===== config.mk =====
export PLATFORM = sky130hd
export DESIGN_NAME = fic_regs
export DESIGN_NICKNAME = d
export VERILOG_FILES = /design/src/core/fic_pkg.sv /design/src/core/fic_pin_drv.sv /design/src/core/fic_regs.sv
export SDC_FILE = /design/constraint.sdc
export NUM_CORES = 1
export LEC_CHECK = 0
export BUFFER_PORTS_ARGS = -buffer_cell sky130_fd_sc_hd__buf_2
export CAP_MARGIN = 10
export CORE_UTILIZATION = 56
export DETAILED_ROUTE_END_ITERATION = 6
export HOLD_SLACK_MARGIN = 0.03
export PLACE_DENSITY = 0.84
export SLEW_MARGIN = 20
export SYNTH_ARGS = -nofsm -noshare
export SYNTH_HDL_FRONTEND = slang
export SYNTH_HIERARCHICAL = 1
export SYNTH_SLANG_ARGS = --single-unit

===== constraint.sdc =====
create_clock -name i_mclk -period 3.75 [get_ports i_mclk]
set_input_delay 0.375 -clock i_mclk [delete_from_list [all_inputs] [get_ports i_mclk]]
set_output_delay 0.375 -clock i_mclk [all_outputs]
set_load 0.02 [all_outputs]

===== src/core/fic_pkg.sv =====
// constants, types and register map of the queue, pin and filter settings
package fic_pkg;

  // ===========================================================
  // register map
  localparam logic [7:0] FIC_ADDR_QUEUE_SETUP  = 8'h28;
  localparam logic [7:0] FIC_ADDR_SAMPLE_THR   = 8'h29;
  localparam logic [7:0] FIC_ADDR_PIN1_ROUTE   = 8'h2A;
  localparam logic [7:0] FIC_ADDR_PIN2_ROUTE   = 8'h2B;
  localparam logic [7:0] FIC_ADDR_RATE_FILTER  = 8'h2C;
  localparam logic [7:0] FIC_UNMAPPED_DATA     = 8'h00;

  // ===========================================================
  // reset values
  localparam logic [7:0] FIC_RST_QUEUE_SETUP   = 8'h00;
  localparam logic [7:0] FIC_RST_SAMPLE_THR    = 8'h80;
  localparam logic [7:0] FIC_RST_PIN_ROUTE     = 8'h00;
  localparam logic [7:0] FIC_RST_RATE_FILTER   = 8'h13;

  // ===========================================================
  // field positions
  localparam int FIC_QS_MODE_LSB     = 0;   // queue mode [1:0]
  localparam int FIC_QS_STORE_TEMP   = 2;
  localparam int FIC_QS_COUNT_TOP    = 3;   // sample_count_top_bit
  localparam int FIC_PR_ACTIVE_LOW   = 7;
  localparam int FIC_NUM_COND        = 7;   // routed conditions [6:0]
  localparam int FIC_COND_NEW_SAMPLE = 0;
  localparam int FIC_COND_Q_AVAIL    = 1;
  localparam int FIC_COND_Q_WMARK    = 2;
  localparam int FIC_COND_Q_OVERRUN  = 3;
  localparam int FIC_COND_MOTION     = 4;   // motion_event
  localparam int FIC_COND_STILLNESS  = 5;   // stillness_event
  localparam int FIC_COND_AWAKE      = 6;
  localparam int FIC_RF_RATE_LSB     = 0;   // output_rate_select [2:0]
  localparam int FIC_RF_EXT_TRIG     = 3;   // external_trigger_sampling
  localparam int FIC_RF_QUARTER_BW   = 4;   // quarter_rate_filter
  localparam int FIC_RF_RANGE_LSB    = 6;   // range [7:6]
  localparam int FIC_NUM_PINS        = 2;
  localparam logic [2:0] FIC_RATE_CODE_MAX = 3'h5; // 101..111 all top rate

  // ===========================================================
  // decoded settings
  typedef enum logic [1:0] {
    FIC_Q_OFF, FIC_Q_OLDEST, FIC_Q_STREAM, FIC_Q_TRIGGERED
  } fic_qmode_e;

  typedef enum logic [1:0] {
    FIC_RANGE_2G, FIC_RANGE_4G, FIC_RANGE_8G
  } fic_range_e;

  typedef enum logic [2:0] {
    FIC_RATE_12HZ5, FIC_RATE_25HZ, FIC_RATE_50HZ,
    FIC_RATE_100HZ, FIC_RATE_200HZ, FIC_RATE_400HZ
  } fic_rate_e;

  typedef struct packed {
    fic_qmode_e  queue_mode;
    logic        store_temperature;
    logic [8:0]  sample_threshold;
    fic_range_e  range;
    logic        quarter_rate_filter;
    logic        external_trigger_sampling;
    fic_rate_e   output_rate_select;
  } fic_cfg_s;

endpackage


===== src/core/fic_pin_drv.sv =====
// one interrupt pin: condition routing, or-combining, polarity and release
`timescale 1ns/1ps
module fic_pin_drv
  import fic_pkg::*;
(
  input  wire logic                    i_mclk,
  input  wire logic                    i_rst_n,
  input  wire logic [7:0]              i_route,
  input  wire logic [FIC_NUM_COND-1:0] i_cond,
  input  wire logic                    i_release,
  output logic                         o_pin_o,
  output logic                         o_pin_oe,
  output logic                         o_asserted
);

  // ===========================================================
  // combining
  logic routed;
  logic hit;

  // any routed condition asserts the pin
  assign routed     = |i_route[FIC_NUM_COND-1:0];
  assign hit        = |(i_route[FIC_NUM_COND-1:0] & i_cond);
  assign o_asserted = hit;

  // ===========================================================
  // pin drive
  // level only moves while driven, so the keeper sees a stable last level
  always_ff @(posedge i_mclk or negedge i_rst_n)
  begin
    if (!i_rst_n)
    begin
      o_pin_o  <= 1'b0;
      o_pin_oe <= 1'b0;
    end
    else
    begin
      o_pin_oe <= routed & ~i_release;
      if (routed & ~i_release)
        o_pin_o <= hit ^ i_route[FIC_PR_ACTIVE_LOW];
    end
  end

endmodule // fic_pin_drv


===== src/core/fic_regs.sv =====
// queue, interrupt pin routing and rate/range/filter setting registers
//
// Functional notes
// - queue mode selects off/oldest/stream/triggered
// - temperature bit stores temperature in queue
// - bit 3 is sample count top bit
// - nine-bit count sets queue watermark level
// - sample count register resets to 0x80
// - low seven routing bits map conditions
// - routing bit 7 set makes pin active-low
// - routed conditions are OR-combined per pin
// - nothing routed leaves pin undriven
// - fixed condition positions, same both pins
// - each condition readable regardless of routing
// - range field selects 2, 4, 8 g
// - quarter-rate filter bit, resets set
// - external trigger takes timing from second pin
// - rate field selects 12.5 to 400 Hz
`timescale 1ns/1ps
module fic_regs
  import fic_pkg::*;
(
  input  wire logic                    i_mclk,
  input  wire logic                    i_rst_n,
  input  wire logic                    i_reg_wr,
  input  wire logic [7:0]              i_reg_addr,
  input  wire logic [7:0]              i_reg_wdata,
  output logic [7:0]                   o_reg_rdata,
  input  wire logic [FIC_NUM_COND-1:0] i_cond,
  input  wire logic [9:0]              i_queue_level,
  input  wire logic                    i_second_interrupt_pin_i,
  output logic                         o_first_interrupt_pin_o,
  output logic                         o_first_interrupt_pin_oe,
  output logic                         o_second_interrupt_pin_o,
  output logic                         o_second_interrupt_pin_oe,
  output logic [FIC_NUM_COND-1:0]      o_cond_status,
  output logic                         o_watermark,
  output logic                         o_conversion_trigger,
  output fic_cfg_s                     o_cfg
);

  // ===========================================================
  // register storage
  logic [7:0] queue_setup_q;
  logic [7:0] sample_thr_q;
  logic [7:0] route_q [FIC_NUM_PINS];
  logic [7:0] rate_filter_q;
  logic       ext_pin_q;
  logic [FIC_NUM_PINS-1:0] pin_o;
  logic [FIC_NUM_PINS-1:0] pin_oe;
  logic [FIC_NUM_PINS-1:0] pin_hit;
  logic       ext_trig;
  logic [8:0] thr;

  // host writes land at the next edge; all bits are stored as written
  always_ff @(posedge i_mclk or negedge i_rst_n)
  begin
    if (!i_rst_n)
    begin
      queue_setup_q <= FIC_RST_QUEUE_SETUP;
      sample_thr_q  <= FIC_RST_SAMPLE_THR;
      route_q[0]    <= FIC_RST_PIN_ROUTE;
      route_q[1]    <= FIC_RST_PIN_ROUTE;
      rate_filter_q <= FIC_RST_RATE_FILTER;
    end
    else if (i_reg_wr)
    begin
      case (i_reg_addr)
        FIC_ADDR_QUEUE_SETUP: queue_setup_q <= i_reg_wdata;
        FIC_ADDR_SAMPLE_THR:  sample_thr_q  <= i_reg_wdata;
        FIC_ADDR_PIN1_ROUTE:  route_q[0]    <= i_reg_wdata;
        FIC_ADDR_PIN2_ROUTE:  route_q[1]    <= i_reg_wdata;
        FIC_ADDR_RATE_FILTER: rate_filter_q <= i_reg_wdata;
        default: ;
      endcase
    end
  end

  // ===========================================================
  // read port
  // one-cycle latency keeps read data on flip-flops
  always_ff @(posedge i_mclk or negedge i_rst_n)
  begin
    if (!i_rst_n)
      o_reg_rdata <= FIC_UNMAPPED_DATA;
    else
    begin
      case (i_reg_addr)
        FIC_ADDR_QUEUE_SETUP: o_reg_rdata <= queue_setup_q;
        FIC_ADDR_SAMPLE_THR:  o_reg_rdata <= sample_thr_q;
        FIC_ADDR_PIN1_ROUTE:  o_reg_rdata <= route_q[0];
        FIC_ADDR_PIN2_ROUTE:  o_reg_rdata <= route_q[1];
        FIC_ADDR_RATE_FILTER: o_reg_rdata <= rate_filter_q;
        default:              o_reg_rdata <= FIC_UNMAPPED_DATA;
      endcase
    end
  end

  // ===========================================================
  // decoded settings
  assign thr = {queue_setup_q[FIC_QS_COUNT_TOP], sample_thr_q};

  always_comb
  begin
    o_cfg.queue_mode = fic_qmode_e'(queue_setup_q[FIC_QS_MODE_LSB +: 2]);
    o_cfg.store_temperature = queue_setup_q[FIC_QS_STORE_TEMP];
    o_cfg.sample_threshold  = thr;
    case (rate_filter_q[FIC_RF_RANGE_LSB +: 2])
      2'h0:    o_cfg.range = FIC_RANGE_2G;
      2'h1:    o_cfg.range = FIC_RANGE_4G;
      default: o_cfg.range = FIC_RANGE_8G;
    endcase
    o_cfg.quarter_rate_filter = rate_filter_q[FIC_RF_QUARTER_BW];
    o_cfg.external_trigger_sampling = rate_filter_q[FIC_RF_EXT_TRIG];
    // codes above the top rate saturate rather than wrap
    if (rate_filter_q[FIC_RF_RATE_LSB +: 3] > FIC_RATE_CODE_MAX)
      o_cfg.output_rate_select = FIC_RATE_400HZ;
    else
      o_cfg.output_rate_select =
        fic_rate_e'(rate_filter_q[FIC_RF_RATE_LSB +: 3]);
  end

  // ===========================================================
  // watermark and status
  // watermark is held off while the queue is disabled
  always_ff @(posedge i_mclk or negedge i_rst_n)
  begin
    if (!i_rst_n)
    begin
      o_watermark   <= 1'b0;
      o_cond_status <= '0;
    end
    else
    begin
      o_watermark   <= (o_cfg.queue_mode != FIC_Q_OFF) &&
                       (i_queue_level >= {1'b0, thr});
      o_cond_status <= i_cond;
    end
  end

  // ===========================================================
  // external conversion trigger on the second pin
  // pin input sampled every cycle; trigger only raised while the pin is released to the outside
  assign ext_trig = rate_filter_q[FIC_RF_EXT_TRIG];

  always_ff @(posedge i_mclk or negedge i_rst_n)
  begin
    if (!i_rst_n)
    begin
      ext_pin_q            <= 1'b0;
      o_conversion_trigger <= 1'b0;
    end
    else
    begin
      ext_pin_q            <= i_second_interrupt_pin_i;
      o_conversion_trigger <= ext_trig & i_second_interrupt_pin_i &
                              ~ext_pin_q;
    end
  end

  // ===========================================================
  // interrupt pins, same condition layout on both
  generate
    for (genvar p = 0; p < FIC_NUM_PINS; p++)
    begin : g_pin
      fic_pin_drv u_drv (
        .i_mclk     (i_mclk),
        .i_rst_n    (i_rst_n),
        .i_route    (route_q[p]),
        .i_cond     (i_cond),
        .i_release  ((p == 1) ? ext_trig : 1'b0),
        .o_pin_o    (pin_o[p]),
        .o_pin_oe   (pin_oe[p]),
        .o_asserted (pin_hit[p])
      );
    end
  endgenerate

  assign o_first_interrupt_pin_o   = pin_o[0];
  assign o_first_interrupt_pin_oe  = pin_oe[0];
  assign o_second_interrupt_pin_o  = pin_o[1];
  assign o_second_interrupt_pin_oe = pin_oe[1];

  // ===========================================================
  // checks
  property p_write_lands;
    @(posedge i_mclk) disable iff (!i_rst_n)
    (i_reg_wr && i_reg_addr == FIC_ADDR_PIN1_ROUTE) |=>
      route_q[0] == $past(i_reg_wdata);
  endproperty
  a_write_lands: assert property (p_write_lands)
    else $error("routing write not stored");

  property p_readback;
    @(posedge i_mclk) disable iff (!i_rst_n)
    (i_reg_wr && i_reg_addr == FIC_ADDR_QUEUE_SETUP ##1
     !i_reg_wr && i_reg_addr == FIC_ADDR_QUEUE_SETUP) |=>
      o_reg_rdata == $past(i_reg_wdata, 2);
  endproperty
  a_readback: assert property (p_readback)
    else $error("queue setup readback mismatch");

  property p_watermark;
    @(posedge i_mclk) disable iff (!i_rst_n)
    (queue_setup_q[1:0] != 2'h0 && i_queue_level >= {1'b0, thr}) |=>
      o_watermark;
  endproperty
  a_watermark: assert property (p_watermark)
    else $error("watermark missed");

  property p_wm_off;
    @(posedge i_mclk) disable iff (!i_rst_n)
    (queue_setup_q[1:0] == 2'h0) |=> !o_watermark;
  endproperty
  a_wm_off: assert property (p_wm_off)
    else $error("watermark while queue off");

  property p_pin_level;
    @(posedge i_mclk) disable iff (!i_rst_n)
    (|route_q[0][6:0]) |=>
      o_first_interrupt_pin_oe &&
      o_first_interrupt_pin_o ==
        ($past(|(route_q[0][6:0] & i_cond)) ^ $past(route_q[0][7]));
  endproperty
  a_pin_level: assert property (p_pin_level)
    else $error("first pin level wrong");

  property p_released;
    @(posedge i_mclk) disable iff (!i_rst_n)
    (route_q[1][6:0] == 7'h00) |=>
      !o_second_interrupt_pin_oe && $stable(o_second_interrupt_pin_o);
  endproperty
  a_released: assert property (p_released)
    else $error("unrouted pin driven");

  property p_ext_release;
    @(posedge i_mclk) disable iff (!i_rst_n)
    ext_trig |=> !o_second_interrupt_pin_oe;
  endproperty
  a_ext_release: assert property (p_ext_release)
    else $error("second pin driven in trigger mode");

  property p_range;
    @(posedge i_mclk) disable iff (!i_rst_n)
    rate_filter_q[7] |-> o_cfg.range == FIC_RANGE_8G;
  endproperty
  a_range: assert property (p_range)
    else $error("range decode wrong");

  property p_rate_sat;
    @(posedge i_mclk) disable iff (!i_rst_n)
    (rate_filter_q[2:0] >= 3'h5) |-> o_cfg.output_rate_select ==
      FIC_RATE_400HZ;
  endproperty
  a_rate_sat: assert property (p_rate_sat)
    else $error("rate code not saturated");

  property p_status;
    @(posedge i_mclk) disable iff (!i_rst_n)
    1'b1 |=> o_cond_status == $past(i_cond);
  endproperty
  a_status: assert property (p_status)
    else $error("status does not follow conditions");

  // a queue setup write reaches the decoded settings one edge later
  property p_queue_fields;
    @(posedge i_mclk) disable iff (!i_rst_n)
    (i_reg_wr && i_reg_addr == FIC_ADDR_QUEUE_SETUP) |=>
      o_cfg.queue_mode == $past(i_reg_wdata[1:0]) &&
      o_cfg.store_temperature == $past(i_reg_wdata[2]) &&
      o_cfg.sample_threshold[8] == $past(i_reg_wdata[3]);
  endproperty
  a_queue_fields: assert property (p_queue_fields)
    else $error("queue setup fields not decoded");

  property p_filter_fields;
    @(posedge i_mclk) disable iff (!i_rst_n)
    (i_reg_wr && i_reg_addr == FIC_ADDR_RATE_FILTER) |=>
      o_cfg.quarter_rate_filter == $past(i_reg_wdata[4]) &&
      o_cfg.external_trigger_sampling == $past(i_reg_wdata[3]);
  endproperty
  a_filter_fields: assert property (p_filter_fields)
    else $error("filter fields not decoded");

  // second pin follows the same layout unless given to the trigger
  property p_pin2_level;
    @(posedge i_mclk) disable iff (!i_rst_n)
    (|route_q[1][6:0] && !ext_trig) |=>
      o_second_interrupt_pin_oe &&
      o_second_interrupt_pin_o ==
        ($past(|(route_q[1][6:0] & i_cond)) ^ $past(route_q[1][7]));
  endproperty
  a_pin2_level: assert property (p_pin2_level)
    else $error("second pin level wrong");

  property p_trig_pulse;
    @(posedge i_mclk) disable iff (!i_rst_n)
    o_conversion_trigger |=> !o_conversion_trigger;
  endproperty
  a_trig_pulse: assert property (p_trig_pulse)
    else $error("conversion trigger longer than one cycle");

  property p_unmapped_read;
    @(posedge i_mclk) disable iff (!i_rst_n)
    (i_reg_addr < FIC_ADDR_QUEUE_SETUP || i_reg_addr > FIC_ADDR_RATE_FILTER)
      |=> o_reg_rdata == FIC_UNMAPPED_DATA;
  endproperty
  a_unmapped_read: assert property (p_unmapped_read)
    else $error("unmapped read not zero");

  c_pin_low: cover property (@(posedge i_mclk) disable iff (!i_rst_n)
    route_q[0][7] && o_first_interrupt_pin_oe && !o_first_interrupt_pin_o);
  c_wm: cover property (@(posedge i_mclk) disable iff (!i_rst_n)
    $rose(o_watermark));
  c_trig: cover property (@(posedge i_mclk) disable iff (!i_rst_n)
    o_conversion_trigger);
  c_both: cover property (@(posedge i_mclk) disable iff (!i_rst_n)
    pin_hit == 2'h3);

endmodule // fic_regs


Word level (Yosys, flattened, before mapping)
Cells that the tools add are included.

word-level totals
  bits in registers = 62
  output and inout bits = 40

operators by class
  $lt $le $gt $ge = 2
  equal/unequal tests = 6
  mux-type cells = 3
  bitwise logic cells = 9
  reduce and logical (&&, ||, !) cells = 12

operators by type and width
  operator                                              count
  equality test 8 x 6 -> 1 bit (second input constant)  5
  case mux 8 bit (5 select lines)                       1
  OR reduction 7 bit                                    4
  AND 7 bit                                             2
  greater-or-equal comparator 10 x 9 -> 1 bit           1
  AND reduction 2 bit                                   5
  case mux 2 bit (2 select lines)                       1
  AND 1 bit                                             3
  > comparator 3 bit (second input constant)            1
  2-to-1 mux 3 bit                                      1
  equality test 2 x 1 -> 1 bit (second input constant)  1
  logical NOT 2 bit                                     1
  NOT 1 bit                                             2
  nonzero test 2 bit                                    1
  bitwise XOR 1 bit                                     2
  logical AND 1 bit                                     1

Depth between registers and ports, before layout
Gate-level depths: netlist (run 1).

  word-level depth = 3
  mapped depth = 6
  gate-level depth less buffers = 6

Hierarchy
Netlist (run 1), hierarchy kept.

modules (own cells, without submodules)
  module       times used  cells each  area an instance (um2)  sequential area each (um2)
  fic_regs     1           198         2647.5                  1456.4
  fic_pin_drv  2           11          120.1                   50.0

Worst setup path after synthesis (run 1)
OpenSTA, ideal clock, no wires.

  path type = register to register
  start point = reg sample_thr_q[7]
  end point = reg o_watermark
  arrival = 1495 ps
  setup slack = 2122 ps
  stages on the path, launching flop included = 7
  path through = dfstp_2 -> inv_1 -> ha_1 -> a211oi_1 -> nand2_1 -> a2111oi_0 -> nor2_1

between the ends
  cells in the longest elaborated chain, start to end = 2

ends and longest elaborated chain
  what                                         RTL line         source
  start, declared                              fic_regs.sv:45   logic [7:0] sample_thr_q;
  start signal, assigned                       fic_regs.sv:70   FIC_ADDR_SAMPLE_THR: sample_thr_q <= i_reg_wdata;
  greater-or-equal comparator 10 x 9 -> 1 bit  fic_regs.sv:136  (i_queue_level >= {1'b0, thr});
  logical AND 1 bit                            fic_regs.sv:135  o_watermark <= (o_cfg.queue_mode != FIC_Q_OFF) &&
  end signal, assigned                         fic_regs.sv:135
  end, declared                                fic_regs.sv:37   output logic o_watermark,

No other way between the ends.
A chain may end at the register's enable or synchronous reset.

Worst setup path in the final report (run 1)
Same ends and word-level chain as after synthesis.

==> results of run 1 <==
-- where the power goes --
part	internal (mW)	switching, mW	total (mW)
Clock	0.390	0.238	0.628
Combinational	0.0884	0.112	0.200
Sequential	0.710	0.0293	0.740
-- area by class of cell --
| class | instances | area [sq um] |
|---|---|---|
| flip-flops and latches | 62 | 1560 |
| clock inverters | 4 | 70.1 |
| multi-input cells | 137 | 1230 |
| repair buffers | 77 | 388 |
| well taps | 67 | 83.8 |
| clock buffers | 12 | 145 |
| fillers | 344 | 1340 |
| inverters | 9 | 33.8 |
-- placed cells by master (no fill, tap or decap), drive strengths merged --
cell type | synthesis | layout
clkinv | 0 | 2
dfrtp | 58 | 58
nor2b | 4 | 4
nor4 | 2 | 2
mux2 | 50 | 50
a2111oi | 1 | 1
xor2 | 2 | 2
buf | 8 | 77
bufinv | 0 | 2
clkbuf | 4 | 12
nor4b | 1 | 1
and3 | 1 | 1
and4b | 1 | 1
inv | 9 | 9
a21o | 2 | 2
nand2b | 1 | 1
dfstp | 4 | 4
a222oi | 2 | 2
nand3 | 5 | 5
o21ai | 1 | 1
nor3 | 2 | 2
a211oi | 2 | 2
o22ai | 1 | 1
conb | 1 | 1
and4 | 1 | 1
ha | 9 | 9
a221o | 8 | 8
nand2 | 7 | 7
a21oi | 2 | 2
a22oi | 12 | 12
nand4 | 1 | 1
nor2 | 18 | 18
-- worst paths after layout --
check                      slack [ps]                              to                         from
setup / recovery                 1930           o_watermark$_DFF_PN0_  sample_thr_q[7]$_DFFE_PN1P_
hold / removal                    130     sample_thr_q[1]$_DFFE_PN0P_                      i_rst_n
setup reg to reg                 1930           o_watermark$_DFF_PN0_  sample_thr_q[7]$_DFFE_PN1P_
hold reg to reg                   400  o_conversion_trigger$_DFF_PN0_          ext_pin_q$_DFF_PN0_
max in group asynchronous        2750    rate_filter_q[4]$_DFFE_PN1P_                      i_rst_n
min in group i_mclk               160             ext_pin_q$_DFF_PN0_     i_second_interrupt_pin_i
-- cell families after synthesis --
logic type                 synth area share
DFF                                   0.539
muxes                                 0.198
and+or+nand+nor                      0.0914
AOI/OAI and AO/OA                    0.0901
buffers and inverters                0.0355
adders and majority gates            0.0390
xor gates and xnor gates            0.00607
other                               0.00130
-- layer usage --
layer | wire, microns | global-route usage | up-vias
li1 | - | - | 958
met1 | 2680 | 0.324 | 1006
met2 | 3140 | 0.425 | 76
met3 | 331 | 0.0768 | 11
met4 | 132 | 0.100 | 0
met5 | 0 | 0 | -
-- flip-flops by register name, indices dropped and copies added, names as in the netlist --
signal                count
ext_pin_q                 1
g_pin.u_drv/o_pin_o       2
g_pin.u_drv/o_pin_oe      2
o_cond_status             7
o_conversion_trigger      1
o_reg_rdata               8
o_watermark               1
queue_setup_q             8
rate_filter_q             8
route_q                  16
sample_thr_q              8
-- through the flow --
step / power (mW) / utilization / std cells
6_report: 1.57 / 0.723 / 368
2_1_floorplan: 0.867 / - / 220
3_5_place_dp: 0.951 / 0.679 / 352
4_1_cts: 1.58 / 0.723 / 368
3_3_place_gp: 0.943 / 0.679 / 352
5_1_grt: 1.64 / 0.723 / 368
-- worst register-to-register path, stage by stage (launching register included) --
cell and delay, ps:
dfstp_2 560, inv_1 60, ha_1 170, a211oi_1 250, nand2_1 120, a2111oi_0 440, nor2_1 90
-- cell usage after synthesis, types with 4 or more instances --
library cell  instances
nor2_4                4
mux2_2               48
nand2_1               6
clkbuf_1              4
a221o_2               8
nand3_1               5
dfrtp_1              58
inv_1                 9
dfstp_2               4
nor2b_1               4
buf_4                 6
ha_1                  9
nor2_1               13
a22oi_1              12
==> reports/summary.txt, run 1 <==
Clock buffer count from CTS -> 9
Final instance area -> 0.00351 sq mm
Max-capacitance violation count -> 0
Final wirelength -> 6.29 mm
Die H -> 73.8 microns
Status -> completed
Post-synthesis cell area -> 0.00289 sq mm
Area growth syn-to-layout -> 21.4%
Crit-path max FO -> 4
Row Count -> 25
Worst path bufs/invs -> 1
Drt first pass iters -> 5
Cts hold-fix bufs -> 0
Critical Path RT -> 3960 ps
CORE AREA -> 0.00485 sq mm
First-pass GRT wire length -> 9.94 mm
CP arrival -> 2030 ps
Power per cell area -> 447 mW/mm^2
Vias in the first global route -> 2014
Slew Viols, Final -> 0
CTS root buf -> clkbuf_8
Ys flop type -> dfrtp_1
CTS Sinks -> 62
Worst setup SP type -> flop
P_leak -> 1.79 nW
Post-DP HPWL -> 4.67 mm
Synth Register Bits -> 62
Yosys cell types -> 36
Deepest clock path buffer count -> 2
Via count -> 2051
Critical path type -> reg2reg
TNS Setup -> 0 ps
Routability cong. -> 0.911
Post-synth top area share -> 0.503
Post-synth ARST share -> 1.00
Slew Limit Headroom -> 0.460
N_diodes -> 0
Worst R2R Path Depth -> 6
Final net count -> 342
Worst setup slack after layout -> 1930 ps
PostCTS Resize Cnt -> 0
RSZ-0062 raised after global routing -> no
Fmax achieved -> 551 MHz
Yosys warning total -> 6
WHS -> 131 ps
Max VDD drop -> 304 uV
Post-synth top area cell -> dfrtp_1
Placed cell area -> 0.00329 sq mm
H-tree depth -> 3
Number of synthesized flops with an enable pin -> 0
Worst skew pair latency -> 330 ps
CP cell instances -> inv_1 > ha_1 > a211oi_1 > nand2_1 > a2111oi_0 > nor2_1
Clock Skew -> 7.68 ps
Cell count after synthesis -> 220
GR Overflow Total -> 0
Reg clk slew, reported paths -> 70 ps
Detailed-route wire length per cell -> 17.1 microns
Delay of the slowest critical-path stage -> 560 ps
CTS tree -> built
Syn_nets -> 266
Die X -> 73.8 microns
CP Depth -> 6
I/O pin total -> 77
DIE AREA -> 0.00545 sq mm
Drt first-iter violations -> 82
Initial Util -> 0.596
Seq/Total Area, Yosys -> 0.539
Final hold viol count -> 0
DRC errors left -> 0
Kind of end point of the critical path -> flop
Input/output buffers -> 76
Global Route Usage Sum -> 0.260
HP Class -> in2async
Largest net degree at the start of global routing -> 39
Critical-path top delay cell -> dfstp_2
Avg Inst Size Synth -> 13.1 sq um
Synth area leaders -> dfrtp_1, mux2_2, ha_1
Setup violations, final -> 0
Setup WS pre-CTS -> 1710 ps
Routed Antenna Nets -> 0
Postcts setup bufs -> 0
Initial antenna violation count -> 0
Period utilization -> 0.484
Family with the most delay on the worst path -> compound AO/OA/AOI/OAI gates
Slew @ Worst Pin -> 810 ps
Share of cells above drive strength 1 -> 0.535
Min cycle time layout -> 1820 ps
Vias per cell -> 5.57
(Power assumes the default switching activity.)
==> run 2: changes to the inputs <==
--- a/config.mk
+++ b/config.mk
@@ -7,10 +7,10 @@
 export LEC_CHECK = 0
 export BUFFER_PORTS_ARGS = -buffer_cell sky130_fd_sc_hd__buf_2
 export CAP_MARGIN = 10
-export CORE_UTILIZATION = 56
+export CORE_UTILIZATION = 52
 export DETAILED_ROUTE_END_ITERATION = 6
 export HOLD_SLACK_MARGIN = 0.03
-export PLACE_DENSITY = 0.84
+export PLACE_DENSITY = 0.79
 export SLEW_MARGIN = 20
 export SYNTH_ARGS = -nofsm -noshare
 export SYNTH_HDL_FRONTEND = slang
==> constraint.sdc (replaced) <==
create_clock -name i_mclk -period 1.78 [get_ports i_mclk]
set_input_delay 0.178 -clock i_mclk [delete_from_list [all_inputs] [get_ports i_mclk]]
set_output_delay 0.178 -clock i_mclk [all_outputs]
set_load 0.02 [all_outputs]
==> run 2 against run 1 <==
- die area is 7.5% higher
- global-route usage fell by 0.83 points
- power is 93% higher
- utilization shrank 3.4 points
- clock skew barely moved
- worst setup slack worse by 1800 ps
- count of clock-buffer cells in the layout increased by 2
==> reports/summary.txt, run 2 (same netlist as run 1, synthesis figures left out) <==
TNS Setup -> 0 ps
Final std cells w/o fill -> 387
Via count -> 2128
CP arrival -> 1880 ps
Input/output buffers -> 76
Max-capacitance violation count -> 0
Crit-path max FO -> 4
I/O pin total -> 77
Placed cell area -> 0.00336 sq mm
Max VDD drop -> 522 uV
Die X -> 76.5 microns
Kind of end point of the critical path -> flop
Postcts setup bufs -> 0
Largest Register -> route_q
Vias in the first global route -> 2125
First-pass GRT wire length -> 11.0 mm
Area growth syn-to-layout -> 25.0%
Die H -> 76.5 microns
Routability cong. -> 0.839
P_leak -> 1.84 nW
Hold EP -> rate_filter_q[6]$_DFFE_PN0P_
Final hold viol count -> 0
Max reg flops -> 16
Final wirelength -> 6.65 mm
Deepest clock path buffer count -> 2
Hold depth -> 2
End-of-flow core utilization -> 0.689
Slew @ Worst Pin -> 696 ps
DIE AREA -> 0.00586 sq mm
CTS root buf -> clkbuf_8
Worst R2R Path Depth -> 6
CORE AREA -> 0.00524 sq mm
Setup violations, final -> 0
Final net count -> 358
HP Class -> in2reg
Worst R2R End -> o_watermark$_DFF_PN0_
H-tree depth -> 3
Critical path type -> reg2reg
GR Overflow Total -> 0
DRC errors left -> 0
Worst setup path start -> sample_thr_q[7]$_DFFE_PN1P_
Setup WS pre-CTS -> 20.9 ps
Routed Antenna Nets -> 0
RSZ-0062 raised after global routing -> no
Clock Skew -> 7.35 ps
Final instance area -> 0.00361 sq mm
Power per cell area -> 838 mW/mm^2
Global Route Usage Sum -> 0.251
Fmax achieved -> 605 MHz
N_diodes -> 0
Vias per cell -> 5.50
Min cycle time layout -> 1650 ps
Placed Cells -> 362
Reg2reg setup slack -> 130 ps
Initial Util -> 0.551
Status -> completed
Drt first pass iters -> 4
Total Power -> 3.02 mW
CTS Sinks -> 62
Commonest cells after routing, fill and taps aside -> buf_2, dfrtp_1, mux2_2
Detailed-route wire length per cell -> 17.2 microns
Worst skew pair latency -> 340 ps
Post-DP HPWL -> 4.73 mm
Clock buffer count from CTS -> 9
WHS -> 123 ps
Slew Limit Headroom -> 0.534
Hold path startpoint -> i_reg_wdata[6]
Share of cells above drive strength 1 -> 0.524
Reg2reg start -> sample_thr_q[7]$_DFFE_PN1P_
Critical Path RT -> 2010 ps
Reg clk slew, reported paths -> 70 ps
CTS tree -> built
Worst setup SP type -> flop
Row Count -> 26
Largest net degree at the start of global routing -> 28
Drt first-iter violations -> 114
Worst setup slack after layout -> 127 ps
Slew Viols, Final -> 0
Commonest non-fill, non-tap cell in the layout -> buf_2
Fillers -> 406
Period utilization -> 0.929
Initial antenna violation count -> 0
==> run 2: changes by cell type in the layout (fill, tap and decap cells not counted) <==
cell / delta
bufinv_16: -2
buf_4: +6
a2111oi_2: +1
buf_12: +1
dlygate4sd3_1: +9
a2111oi_0: -1
clkbuf_1: +3
clkbuf_8: -1
==> run 2: power breakdown <==
part	switching [mW]	internal, mW
logic	0.244	0.209
clock network	0.511	0.503
registers	0.0593	1.50
total	0.815	2.21
==> run 2: repair_timing <==
| item | 4_1_cts | 5_1_grt |
|---|---|---|
| gates resized for setup | 0 | 2 |
| hold endpoints to repair | 28 | 0 |
| endpoints found under the setup margin | 0 | 1 |
| hold buffers | 9 | 0 |
==> run 2: worst max path at each step <==
stage          cells past startpoint  slack [ps]                  endpoint
6_report                           6         130     o_watermark$_DFF_PN0_
5_1_grt                            6          10     o_watermark$_DFF_PN0_
4_1_cts                            6          70     o_watermark$_DFF_PN0_
3_5_place_dp                       5          20  o_reg_rdata[4]$_DFF_PN0_
3_3_place_gp                       6           9     o_watermark$_DFF_PN0_
2_1_floorplan                      6         150     o_watermark$_DFF_PN0_
==> run 2: cell type report <==
class	count	area, sq um	area share
Tap cell	70	87.6	0.0243
Inverter	9	33.8	0.00936
Clock inverter	2	10.0	0.00277
Timing Repair Buffer	93	543	0.150
Sequential cell	62	1560	0.431
Multi-Input combinational cell	137	1230	0.342
Clock buffer	14	143	0.0395
==> run 2: routing by layer <==
layer | global-route usage | up-vias | part of all wire
li1 | - | 1000 | -
met1 | 0.333 | 1040 | 0.44
met2 | 0.405 | 79 | 0.49
met3 | 0.0599 | 9 | 0.061
met4 | 0.0865 | 0 | 0.015
met5 | 0 | - | 0
==> run 2: worst max-delay path: stages, from the launching register on <==
cell and delay [ps]:
dfstp_2 560, inv_1 50, ha_1 170, a211oi_1 250, nand2_1 140, a2111oi_2 290
nor2_1 80
==> run 3: changes to the inputs <==
--- a/config.mk
+++ b/config.mk
@@ -5,12 +5,14 @@
 export SDC_FILE = /design/constraint.sdc
 export NUM_CORES = 1
 export LEC_CHECK = 0
+export ABC_AREA = 1
 export BUFFER_PORTS_ARGS = -buffer_cell sky130_fd_sc_hd__buf_2
 export CAP_MARGIN = 10
-export CORE_UTILIZATION = 52
+export CORE_UTILIZATION = 54
 export DETAILED_ROUTE_END_ITERATION = 6
 export HOLD_SLACK_MARGIN = 0.03
-export PLACE_DENSITY = 0.79
+export PLACE_DENSITY = 0.8
+export RECOVER_POWER = 25
 export SLEW_MARGIN = 20
 export SYNTH_ARGS = -nofsm -noshare
 export SYNTH_HDL_FRONTEND = slang
==> run 3 against run 2 <==
- first-iteration DRC count grew 88%
- hold slack lost 22 ps
- fmax grew 13%
- non-clock buffer count shrank 5
- combinational power grew 4%
- utilization grew 0.55 points
- sequential power is essentially flat
- worst setup slack gained 190 ps
- sequential share of layout area shrank 3.6 points
- die area grew 8.9%
- wire length grew 17%
- critical path depth grew 2
==> reports/summary.txt, run 3 <==
Worst setup SP type -> flop
CTS Sinks -> 62
Yosys warning total -> 6
Vias per cell -> 5.07
Vias in the first global route -> 2772
RSZ-0062 raised after global routing -> no
Reg clk slew, reported paths -> 70 ps
Critical Path RT -> 2030 ps
Post-synthesis cell area -> 0.00327 sq mm
TNS Setup -> 0 ps
Status -> completed
Commonest non-fill, non-tap cell in the layout -> nand2_1
Hold EP -> rate_filter_q[4]$_DFFE_PN1P_
Max VDD drop -> 493 uV
Kind of end point of the critical path -> flop
Routed Antenna Nets -> 0
Max reg flops -> 16
Critical path type -> reg2reg
Worst setup slack after layout -> 320 ps
Input/output buffers -> 76
Hold depth -> 3
Power per cell area -> 856 mW/mm^2
CP arrival -> 1710 ps
CORE AREA -> 0.00568 sq mm
Yosys cell types -> 22
Commonest cells after routing, fill and taps aside -> nand2_1, buf_2, dfrtp_1
Routability cong. -> 0.931
Deepest clock path buffer count -> 2
Share of cells above drive strength 1 -> 0.262
Reg2reg start -> sample_thr_q[7]$_DFFE_PN1P_
Via count -> 2860
Die X -> 79.8 microns
Row Count -> 27
Slew Limit Headroom -> 0.440
Crit-path max FO -> 3
Avg Inst Size Synth -> 8.12 sq um
Clock Skew -> 7.88 ps
Initial Util -> 0.576
Drt first pass iters -> 6
Post-synth top area share -> 0.444
Hold path startpoint -> i_reg_wdata[4]
Worst R2R Path Depth -> 8
First-pass GRT wire length -> 12.8 mm
PostCTS Resize Cnt -> 0
Cell count after synthesis -> 403
WHS -> 101 ps
Period utilization -> 0.820
GR Overflow Total -> 0
H-tree depth -> 3
Setup violations, final -> 0
Final net count -> 533
Largest Register -> route_q
Worst R2R End -> o_watermark$_DFF_PN0_
Fmax achieved -> 685 MHz
Drt first-iter violations -> 214
Post-synth top area cell -> dfrtp_1
Max-capacitance violation count -> 0
Setup WS pre-CTS -> 322 ps
Reg2reg setup slack -> 320 ps
Seq/Total Area, Yosys -> 0.476
Largest net degree at the start of global routing -> 63
Clock buffer count from CTS -> 9
Die H -> 79.8 microns
Placed cell area -> 0.00365 sq mm
Detailed-route wire length per cell -> 13.8 microns
Synth Register Bits -> 62
I/O pin total -> 77
DIE AREA -> 0.00637 sq mm
HP Class -> in2reg
N_diodes -> 0
Number of synthesized flops with an enable pin -> 0
Post-DP HPWL -> 5.66 mm
Slew @ Worst Pin -> 840 ps
Synth area leaders -> dfrtp_1, nand2_1, o21ai_0
Final wirelength -> 7.77 mm
Min cycle time layout -> 1460 ps
Initial antenna violation count -> 0
Final hold viol count -> 0
DRC errors left -> 0
Global Route Usage Sum -> 0.270
Final instance area -> 0.00394 sq mm
Worst skew pair latency -> 340 ps
Ys flop type -> dfrtp_1
CTS tree -> built
Area growth syn-to-layout -> 20.5%
Post-synth ARST share -> 1.00
Most common cell in the synthesized netlist -> nand2_1
CTS root buf -> clkbuf_8
Slew Viols, Final -> 0
Post-synth top cells -> nand2_1, dfrtp_1, inv_1
P_leak -> 2.22 nW
## run 3: layout make-up
class,count,area (sq um)
timing repair buffer,88,483
sequential,62,1560
clock buffer,14,183
tap,72,90.1
inverter,55,206
fill,477,1730
multi-input combinational,271,1390
clock inverter,2,37.5
## run 3: kinds of logic (layout without fill, tap and decap cells)
| group | count (synthesis) | count (layout) | share of synthesized area |
|---|---|---|---|
| other | 1 | 2 | 0.00115 |
| DFF | 62 | 62 | 0.476 |
| adders and majority gates | 9 | 9 | 0.0344 |
| AOI/OAI and AO/OA | 53 | 53 | 0.0857 |
| buffers and inverters | 71 | 159 | 0.102 |
| and+or+nand+nor | 207 | 207 | 0.301 |
## run 3: where the power goes
group / total (mW) / internal, mW / switching [mW] / leakage, nW
sequential: 1.56 / 1.50 / 0.0609 / 0.712
clock: 1.34 / 0.801 / 0.542 / 0.109
combinational: 0.471 / 0.162 / 0.308 / 1.40
## run 3: worst max path at each step
stage                                start               endpoint  slack (ps)  cells past startpoint
2_1_floorplan  sample_thr_q[7]$_DFFE_PN1P_  o_watermark$_DFF_PN0_         380                      8
3_3_place_gp   sample_thr_q[7]$_DFFE_PN1P_  o_watermark$_DFF_PN0_         350                      8
3_5_place_dp   sample_thr_q[7]$_DFFE_PN1P_  o_watermark$_DFF_PN0_         320                      8
4_1_cts        sample_thr_q[7]$_DFFE_PN1P_  o_watermark$_DFF_PN0_         310                      8
5_1_grt        sample_thr_q[7]$_DFFE_PN1P_  o_watermark$_DFF_PN0_         220                      8
6_report       sample_thr_q[7]$_DFFE_PN1P_  o_watermark$_DFF_PN0_         320                      8
## run 3: worst max-delay path: stages, from the launching register on
cell	delay (ps)
dfstp_2	550
inv_1	70
ha_1	270
nand2_1	90
inv_1	40
a21oi_1	130
nand3_1	100
nand2_1	70
inv_1	40
## run 3: metal layers
| layer | part of all wire | GRT usage |
|---|---|---|
| met5 | 0 | 0 |
| met4 | 0.015 | 0.116 |
| met3 | 0.058 | 0.0526 |
| met2 | 0.50 | 0.463 |
| met1 | 0.43 | 0.330 |
## run 3: per-stage QoR
stage | cells | power [mW] | util
finish | 564 | 3.37 | 0.694
global route | 564 | 3.51 | 0.694
CTS | 564 | 3.40 | 0.698
detailed placement | 539 | 2.05 | 0.644
global placement | 539 | 2.03 | 0.644
floorplan | 404 | 1.85 | -
## run 3: repair_timing
action                                 CTS  global route
hold buffers                             9             0
buffers inserted                         0             0
endpoints found under the hold margin   66             0
